==> src/core/fee_pkg.sv <==
// Constants, types and helpers shared by the emulated byte-store controller.
// Assumes a byte-wide flash port whose page is 512 bytes.
package fee_pkg;
	localparam int unsigned PAGE_BYTES = 512;
	localparam int unsigned CTRL_BYTES = 9;
	localparam int unsigned DATA_BYTES = PAGE_BYTES - CTRL_BYTES;
	localparam logic [15:0] LEN_OFS = 16'h0000;
	localparam logic [15:0] MAP_OFS = 16'h0001;
	localparam logic [15:0] SLOT_OFS = 16'h0009;
	localparam logic [2:0] MAP_LAST = 3'h7;
	localparam logic [7:0] BLANK_BYTE = 8'hFF;
	localparam logic [7:0] LEN_MIN = 8'h07;
	localparam logic [7:0] LEN_MAX = 8'h0F;
	localparam logic [1:0] HDR_LAST = 2'h3;
	localparam int unsigned FIFO_WIDTH = 8;
	localparam int unsigned FIFO_DEPTH = 16;

	// Request kinds
	typedef enum logic {OP_STORE, OP_FETCH} fee_op_t;

	// One command to the flash page array
	typedef struct packed {
		logic rd;
		logic prog;
		logic erase;
		logic [15:0] addr;
		logic [7:0] wdata;
		logic [7:0] rate;
	} fee_flash_cmd_t;

	// Slots per page: record space divided by record length
	function automatic logic [6:0] slots_for(input logic [7:0] len);
		logic [15:0] q;
		q = 16'(DATA_BYTES) / ((len == 8'h00) ? 16'h0001 : {8'h00, len});
		return q[6:0];
	endfunction

	// Count programmed (zero) bits of one usage-map byte
	function automatic logic [3:0] zeros8(input logic [7:0] b);
		logic [3:0] n;
		n = 4'h0;
		for (int i = 0; i < 8; i++)
			n = n + {3'h0, ~b[i]};
		return n;
	endfunction
endpackage

==> src/core/fee_fifo.sv <==
// Parameterised synchronous FIFO with valid/ready on both sides.
// Assumes one clock; ready and empty are registered flags.
`timescale 1ns/1ps
module fee_fifo #(
	parameter int unsigned WIDTH = 8,
	parameter int unsigned DEPTH = 16
)(
	input wire logic clk,
	input wire logic rst_n,
	input wire logic ce,
	input wire logic [WIDTH-1:0] in_data,
	input wire logic in_valid,
	output logic in_ready,
	output logic [WIDTH-1:0] out_data,
	output logic out_valid,
	input wire logic out_ready
);
	localparam int unsigned AW = $clog2(DEPTH);
	logic [WIDTH-1:0] mem [DEPTH];
	logic [AW-1:0] wr_q;
	logic [AW-1:0] rd_q;
	logic [AW:0] cnt_q;
	logic ready_q;
	logic empty_q;
	wire push = in_valid && ready_q;
	wire pop = out_ready && !empty_q;
	wire [AW:0] cnt_d = cnt_q + {{AW{1'b0}}, push} - {{AW{1'b0}}, pop};

	// Handshake outputs
	assign in_ready = ready_q;
	assign out_valid = !empty_q;
	assign out_data = mem[rd_q];

	// Storage write
	always_ff @(posedge clk)
	begin
		if (ce && push)
			mem[wr_q] <= in_data;
	end

	// Pointers and flags
	always_ff @(posedge clk or negedge rst_n)
	begin
		if (!rst_n)
		begin
			wr_q <= '0;
			rd_q <= '0;
			cnt_q <= '0;
			ready_q <= 1'b1;
			empty_q <= 1'b1;
		end
		else if (ce)
		begin
			if (push)
				wr_q <= (wr_q == AW'(DEPTH - 1)) ? '0 : wr_q + 1'b1;
			if (pop)
				rd_q <= (rd_q == AW'(DEPTH - 1)) ? '0 : rd_q + 1'b1;
			cnt_q <= cnt_d;
			ready_q <= (cnt_d != (AW + 1)'(DEPTH));
			empty_q <= (cnt_d == '0);
		end
	end
endmodule

==> src/core/fee_store.sv <==
// Emulated byte-store controller: appends records to one flash page, fetches the last.
// Assumes a same-clock flash controller that pulses FL_DONE once per command.
// Functional notes
// - One whole 512-byte page is dedicated
// - Store appends record into next blank slot
// - Full page: erase, then restart at start
// - Nine-byte control area, 503 record bytes
// - 62 slots at 8 bytes, 33 at 15
// - Length mismatch store is ignored, flash untouched
// - Fetch returns the most recent record
// - Length mismatch fetch leaves data untouched
// - Address and length are not validated
// - Block order: rate, length, high, low, data
`timescale 1ns/1ps
module fee_store #(
	parameter int unsigned FIFO_W = fee_pkg::FIFO_WIDTH,
	parameter int unsigned FIFO_D = fee_pkg::FIFO_DEPTH
)(
	input wire logic MCLK,
	input wire logic RESET_N,
	input wire logic CE,
	input wire logic STORE_REQ,
	input wire logic FETCH_REQ,
	input wire logic [7:0] IN_DATA,
	input wire logic IN_VALID,
	output logic IN_READY,
	output logic BUSY,
	output logic DONE,
	output logic IGNORED,
	output logic [7:0] FETCH_DATA,
	output logic FETCH_VALID,
	output fee_pkg::fee_flash_cmd_t FL_CMD,
	input wire logic [7:0] FL_RDATA,
	input wire logic FL_DONE
);
	import fee_pkg::*;
	typedef enum logic [3:0] {S_IDLE, S_HDR, S_RDLEN, S_RDMAP, S_CHECK, S_ERASE, S_WRLEN,
		S_WRDATA, S_WRMAP, S_RDDATA, S_DRAIN, S_FINISH} fee_state_t;
	fee_state_t state_q;
	fee_op_t op_q;
	fee_flash_cmd_t cmd_q;
	logic wait_q, blank_q, done_q, ign_q, fvalid_q, busy_q, fifo_valid, fifo_pop;
	logic [1:0] hdr_q;
	logic [7:0] rate_q, len_q, idx_q, fdata_q, fifo_data;
	logic [15:0] page_q;
	logic [6:0] used_q;
	logic [2:0] map_q;
	// Slot arithmetic; the 64-bit usage map also caps the slot count of short records
	wire [6:0] slots = slots_for(len_q);
	wire page_full = (used_q >= slots) || used_q[6];
	wire [15:0] used_bytes = {9'h000, used_q} * {8'h00, len_q};
	wire [15:0] last_bytes = {9'h000, used_q - 7'h01} * {8'h00, len_q};
	wire [15:0] next_slot_addr = page_q + SLOT_OFS + used_bytes + {8'h00, idx_q};
	wire [15:0] last_slot_addr = page_q + SLOT_OFS + last_bytes + {8'h00, idx_q};
	wire [15:0] map_wr_addr = page_q + MAP_OFS + {12'h000, used_q[6:3]};
	wire [7:0] map_wr_data = ~(8'h01 << used_q[2:0]);
	wire [15:0] map_rd_addr = page_q + MAP_OFS + {13'h0000, map_q};
	wire rec_last = (idx_q == len_q - 8'h01);
	wire len_mismatch = (FL_RDATA != BLANK_BYTE) && (FL_RDATA != len_q);
	wire got = wait_q && FL_DONE;
	// Byte stream buffer holding the parameter block
	assign fifo_pop = fifo_valid && !wait_q &&
		((state_q == S_HDR) || (state_q == S_WRDATA) || (state_q == S_DRAIN));
	fee_fifo #(.WIDTH(FIFO_W), .DEPTH(FIFO_D)) i_fee_fifo (.clk(MCLK), .rst_n(RESET_N),
		.ce(CE), .in_data(IN_DATA), .in_valid(IN_VALID), .in_ready(IN_READY),
		.out_data(fifo_data), .out_valid(fifo_valid), .out_ready(fifo_pop));
	// Registered outputs
	assign BUSY = busy_q;
	assign DONE = done_q;
	assign IGNORED = ign_q;
	assign FETCH_DATA = fdata_q;
	assign FETCH_VALID = fvalid_q;
	assign FL_CMD = cmd_q;
	// Sequencer: header, control area scan, then program/erase or read back
	always_ff @(posedge MCLK or negedge RESET_N)
	begin
		if (!RESET_N)
		begin
			state_q <= S_IDLE;
			busy_q <= 1'b0;
			op_q <= OP_STORE;
			cmd_q <= '0;
			wait_q <= 1'b0;
			hdr_q <= 2'h0;
			rate_q <= 8'h00;
			len_q <= 8'h00;
			page_q <= 16'h0000;
			blank_q <= 1'b1;
			used_q <= 7'h00;
			map_q <= 3'h0;
			idx_q <= 8'h00;
			done_q <= 1'b0;
			ign_q <= 1'b0;
			fdata_q <= 8'h00;
			fvalid_q <= 1'b0;
		end
		else if (CE)
		begin
			cmd_q.rd <= 1'b0;
			cmd_q.prog <= 1'b0;
			cmd_q.erase <= 1'b0;
			cmd_q.rate <= rate_q;
			done_q <= 1'b0;
			fvalid_q <= 1'b0;
			if (got)
				wait_q <= 1'b0;
			case (state_q)
				S_IDLE:
				begin
					ign_q <= 1'b0;
					hdr_q <= 2'h0;
					if (STORE_REQ || FETCH_REQ)
					begin
						op_q <= STORE_REQ ? OP_STORE : OP_FETCH;
						busy_q <= 1'b1;
						state_q <= S_HDR;
					end
				end
				S_HDR:
				begin
					if (fifo_pop)
					begin
						hdr_q <= hdr_q + 2'h1;
						case (hdr_q)
							2'h0: rate_q <= fifo_data;
							2'h1: len_q <= fifo_data;
							2'h2: page_q[15:8] <= fifo_data;
							default: page_q[7:0] <= fifo_data;
						endcase
						if (hdr_q == HDR_LAST)
						begin
							cmd_q.rd <= 1'b1;
							cmd_q.addr <= {page_q[15:8], fifo_data} + LEN_OFS;
							wait_q <= 1'b1;
							state_q <= S_RDLEN;
						end
					end
				end
				S_RDLEN:
				begin
					if (got)
					begin
						blank_q <= (FL_RDATA == BLANK_BYTE);
						used_q <= 7'h00;
						map_q <= 3'h0;
						idx_q <= 8'h00;
						if (len_mismatch)
						begin
							ign_q <= 1'b1;
							state_q <= (op_q == OP_STORE) ? S_DRAIN : S_FINISH;
						end
						else
						begin
							cmd_q.rd <= 1'b1;
							cmd_q.addr <= page_q + MAP_OFS;
							wait_q <= 1'b1;
							state_q <= S_RDMAP;
						end
					end
				end
				S_RDMAP:
				begin
					if (got)
					begin
						used_q <= used_q + {3'h0, zeros8(FL_RDATA)};
						if (map_q == MAP_LAST)
							state_q <= S_CHECK;
						else
						begin
							map_q <= map_q + 3'h1;
							cmd_q.rd <= 1'b1;
							cmd_q.addr <= map_rd_addr + 16'h0001;
							wait_q <= 1'b1;
						end
					end
				end
				S_CHECK:
				begin
					if (op_q == OP_FETCH)
					begin
						if (used_q == 7'h00)
						begin
							ign_q <= 1'b1;
							state_q <= S_FINISH;
						end
						else
						begin
							cmd_q.rd <= 1'b1;
							cmd_q.addr <= last_slot_addr;
							wait_q <= 1'b1;
							state_q <= S_RDDATA;
						end
					end
					else if (page_full)
					begin
						cmd_q.erase <= 1'b1;
						cmd_q.addr <= page_q;
						wait_q <= 1'b1;
						state_q <= S_ERASE;
					end
					else if (blank_q)
					begin
						cmd_q.prog <= 1'b1;
						cmd_q.addr <= page_q + LEN_OFS;
						cmd_q.wdata <= len_q;
						wait_q <= 1'b1;
						state_q <= S_WRLEN;
					end
					else
						state_q <= S_WRDATA;
				end
				S_ERASE:
				begin
					if (got)
					begin
						used_q <= 7'h00;
						blank_q <= 1'b1;
						state_q <= S_CHECK;
					end
				end
				S_WRLEN:
					if (got)
						state_q <= S_WRDATA;
				S_WRDATA:
				begin
					if (fifo_pop)
					begin
						cmd_q.prog <= 1'b1;
						cmd_q.addr <= next_slot_addr;
						cmd_q.wdata <= fifo_data;
						wait_q <= 1'b1;
					end
					else if (got)
					begin
						if (rec_last)
						begin
							cmd_q.prog <= 1'b1;
							cmd_q.addr <= map_wr_addr;
							cmd_q.wdata <= map_wr_data;
							wait_q <= 1'b1;
							state_q <= S_WRMAP;
						end
						else
							idx_q <= idx_q + 8'h01;
					end
				end
				S_WRMAP:
					if (got)
						state_q <= S_FINISH;
				S_RDDATA:
				begin
					if (got)
					begin
						fdata_q <= FL_RDATA;
						fvalid_q <= 1'b1;
						if (rec_last)
							state_q <= S_FINISH;
						else
						begin
							idx_q <= idx_q + 8'h01;
							cmd_q.rd <= 1'b1;
							cmd_q.addr <= last_slot_addr + 16'h0001;
							wait_q <= 1'b1;
						end
					end
				end
				S_DRAIN:
				begin
					if (fifo_pop)
					begin
						idx_q <= idx_q + 8'h01;
						if (rec_last)
							state_q <= S_FINISH;
					end
				end
				S_FINISH:
				begin
					done_q <= 1'b1;
					busy_q <= 1'b0;
					state_q <= S_IDLE;
				end
				default:
				begin
					busy_q <= 1'b0;
					state_q <= S_IDLE;
				end
			endcase
		end
	end
endmodule

==> config.mk <==
export PLATFORM = sky130hd
export DESIGN_NAME = fee_store
export DESIGN_NICKNAME = d
export VERILOG_FILES = /design/src/core/fee_pkg.sv /design/src/core/fee_fifo.sv /design/src/core/fee_store.sv
export SDC_FILE = /design/constraint.sdc
export NUM_CORES = 1
export LEC_CHECK = 0
export ABC_AREA = 1
export BUFFER_PORTS_ARGS = -buffer_cell sky130_fd_sc_hd__buf_2
export CORE_UTILIZATION = 50
export DETAILED_ROUTE_END_ITERATION = 10
export MAX_ROUTING_LAYER = met4
export PLACE_DENSITY_LB_ADDON = 0.12
export SETUP_SLACK_MARGIN = 0.15
export SLEW_MARGIN = 20
export SYNTH_ARGS = -nofsm -noshare
export SYNTH_HDL_FRONTEND = slang
export SYNTH_SLANG_ARGS = --single-unit
export TNS_END_PERCENT = 30
==> constraint.sdc <==
create_clock -name MCLK -period 29.9 [get_ports MCLK]
set_input_delay 0 -clock MCLK [delete_from_list [all_inputs] [get_ports MCLK]]
set_output_delay 0 -clock MCLK [all_outputs]
set_load 0.01 [all_outputs]
==> key figures <==
Status
  – Outcome: finished, violations left
  – Failing checks: DRC

Clock tree
  – Root Buffer Master: clkbuf_16
  – Clk_lat worst skew: 570 ps
  – CTS Buf Count: 27
  – Clock sinks: 249
  – TritonCTS clock tree: built
  – Clock-pin slew of the registers on the worst-case setup and hold paths: 70 ps
  – Clk buf depth: 3
  – H-tree depth: 1

Place
  – DP Area: 24,600 µm²
  – DP HPWL: 54,700 µm
  – Port Buffer Count: 70
  – GP Congestion: 1.03
  – Dpl ws: 1220 ps

Routing
  – DR iter-0 viols: 1,933
  – Post-DRT Antenna Nets: 0
  – Final WL: 72,600 µm
  – DRC: 10
  – Via count: 21,209
  – Drt wl/cell: 19.3 µm
  – Vias per cell: 5.63
  – TritonRoute pass-1 iters: 9

Floorplan
  – Die width: 220 µm
  – Rows: 79
  – Die area: 48,200 µm²
  – Die Span Y: 220 µm
  – Initial Utilization: 50.7%
  – # IOs: 71
  – CORE AREA: 46,700 µm²

Worst hold path
  – Worst Hold Class: primary input to async pin

STA
  – # setup viols final: 0
  – Slew @ Worst Pin: 964 ps
  – Final min period: 26,600 ps
  – Final TNS setup: 0 ps
  – Slew headroom: 35.2%
  – Final Hold Vio Count: 0
  – Fmax: 37.6 MHz
  – Max Slew Vio Count: 0
  – Final worst slack: 3300 ps
  – Hold Worst Slack: 19.0 ps
  – Crit share post-route: 89.0%
  – Final clock skew: 23.7 ps
  – Unrepaired setup endpoints after global routing: no

Worst setup path
  – Worst R2R Setup Slack: 3300 ps
  – Startpoint types: register
  – Master of the slowest instance on the critical path: dfrtp_2
  – Slowest Stage Delay on Critical Path: 540 ps
  – Worst Path Max Fanout: 17
  – Crit. End Element: register
  – CP arrival: 27,050 ps
  – CP required: 30,350 ps
  – Crit Path Class: register to register
  – Worst path most repeated cell: nand2_1

Global route
  – Initial antenna violation count: 0
  – Grt met3 use: 5.01%
  – GRT Total Usage: 31.4%
  – First-pass GRT wire length: 114,000 µm
  – Vias in the first global route: 20,310
  – Met2 Use GR: 47.3%
  – Met1 GRT Util: 44.2%
  – Remaining Overflow, GRT: 0
  – Largest net degree at the start of global routing: 68
  – GRT Max-Usage Layer: met2

Final layout
  – Final instance area: 25,800 µm²
  – Layout fillers: 4,416
  – ANT cells: 0
  – P&R area growth vs syn: 9.11%
  – # nets final: 3,473
  – Share of layout cells above drive strength 1: 7.90%

Synthesis
  – Avg Inst Size Synth: 7.71 µm²
  – Syn nets: 3,399
  – Synthesis Warnings: 0
  – Seq/Total Area, Yosys: 29.1%
  – Post-Synthesis Cells: 3,068
  – Top FF cell, synth: edfxtp_1
  – #FFs+latches synth: 249
  – EDFF count, synth: 128
  – Ys async rst share: 48.6%
  – Cell Area, Synth: 23,700 µm²
  – Synth unique cells: 74

Flow run
  – Max-Cap Viols: 0
-- logic make-up after synthesis --
| family | after synthesis | synth area share [%] |
|---|---|---|
| and+or+nand+nor | 1179 | 21.5 |
| xor gates and xnor gates | 127 | 4.70 |
| buffers and inverters | 600 | 9.75 |
| adders and majority gates | 308 | 19.8 |
| AOI/OAI and AO/OA | 590 | 14.6 |
| muxes | 15 | 0.651 |
| DFF | 249 | 29.1 |
-- flip-flops by register name (all words and copies together), names as in the netlist, 2 cells and up --
signal,flops
i_fee_fifo.mem,128
FL_CMD,35
page_q,16
FETCH_DATA,8
idx_q,8
len_q,8
rate_q,8
used_q,7
i_fee_fifo.cnt_q,5
i_fee_fifo.rd_q,4
i_fee_fifo.wr_q,4
state_q,4
map_q,3
hdr_q,2
-- synthesized netlist by cell type, types with 6 or more instances --
master | n | area, µm²
o22ai_1 | 11 | 68.8
dfrtp_1 | 118 | 2950
or2_2 | 15 | 93.8
a22o_1 | 7 | 61.3
a211oi_1 | 8 | 60.1
o21ai_1 | 23 | 115
xnor2_1 | 34 | 298
nand2_4 | 9 | 101
inv_2 | 15 | 56.3
nor3_1 | 40 | 200
nand2_2 | 6 | 37.5
o21a_1 | 6 | 45.0
a31oi_1 | 19 | 119
xor2_1 | 93 | 815
o2111ai_1 | 7 | 61.3
o221ai_1 | 14 | 123
o32ai_1 | 21 | 184
nand2_1 | 561 | 2110
nand3_1 | 135 | 676
clkbuf_1 | 66 | 248
inv_1 | 495 | 1860
nor2_1 | 340 | 1280
nor2_2 | 6 | 37.5
a21oi_1 | 149 | 746
o21ai_0 | 253 | 1270
nand3_2 | 6 | 60.1
edfxtp_1 | 128 | 3840
ha_1 | 198 | 2480
clkinv_1 | 8 | 30.0
o21bai_1 | 18 | 135
fa_1 | 110 | 2200
o211ai_1 | 8 | 60.1
nand4_1 | 22 | 138
nor4_1 | 7 | 43.8
mux2i_1 | 12 | 120
o31ai_1 | 7 | 52.6
-- path summary, 6_finish.rpt --
path,from,depth (start not counted),endpoint
max in group asynchronous,RESET_N,3,len_q[1]
worst max register to register,len_q[1],169,FL_CMD[29]
worst min-delay path,RESET_N,2,i_fee_fifo.cnt_q[2]
worst min register to register,FL_CMD[17],2,FL_CMD[17]
worst max-delay path,len_q[1],169,FL_CMD[29]
min in group MCLK,FETCH_REQ,4,BUSY
-- routing by layer --
metal	part of all wire (%)	routed length, µm
met5	0	0
met4	2.4	1770
met3	8.2	5950
met2	44	31800
met1	46	33100
-- stage by stage --
stage	utilization (%)	std cells
finish	55.3	3770
detailed placement	52.6	3682
CTS	54.9	3752
global route	55.3	3770
floorplan	-	3068
global placement	52.6	3682
-- cells in the final DEF, fill, tap and decap left out, types with 9 or more instances in the layout --
cell,Yosys,routed
inv_2,15,15
nand2_4,9,9
clkbuf_16,0,27
fa_1,110,110
o21ai_1,23,20
a31oi_1,19,19
dlygate4sd3_1,0,20
nand3_1,135,135
clkinv_1,8,12
inv_1,495,493
nor3_1,40,40
or2_2,15,15
o21bai_1,18,18
xnor2_1,34,34
nand4_1,22,22
buf_4,3,36
mux2i_1,12,12
o21ai_0,253,253
ha_1,198,197
edfxtp_1,128,128
dfrtp_1,118,113
o32ai_1,21,21
a21oi_1,149,147
xor2_1,93,93
nor2_1,340,339
o221ai_1,14,14
nand2_1,561,560
o22ai_1,11,11
buf_2,4,69
-- cell type report --
cell class	instances	area, µm²	share of cell area (%)
clock buffer	32	704	2.73
clock inverter	18	141	0.548
inverter	518	1960	7.58
multi-input combinational	2219	14500	56.3
sequential	249	6880	26.7
tap	607	759	2.94
timing repair buffer	126	827	3.20
timing repair inverter	1	5.00	0.0194
-- timing repair --
action | 4_1_cts | 5_1_grt
setup endpoints to repair | 0 | 29
hold buffers | 20 | 0
endpoints found under the hold margin | 206 | 0
gates resized for setup | 0 | 19
buffers inserted | 0 | 17
-- worst max-delay path, delay by kind of cell, from the launching register on --
kind | cells | cell delay (ps)
AO/OA/AOI/OAI | 61 | 10070
XOR/XNOR | 1 | 280
adder cells (fa/ha/maj) | 17 | 5320
buffers and inverters | 20 | 2550
flip-flops | 1 | 540
AND/OR/NAND/NOR | 70 | 7670
Power is left out: the tool's default activity adds up to more than one toggle a clock period on the data nets, which glitch-free logic cannot reach.
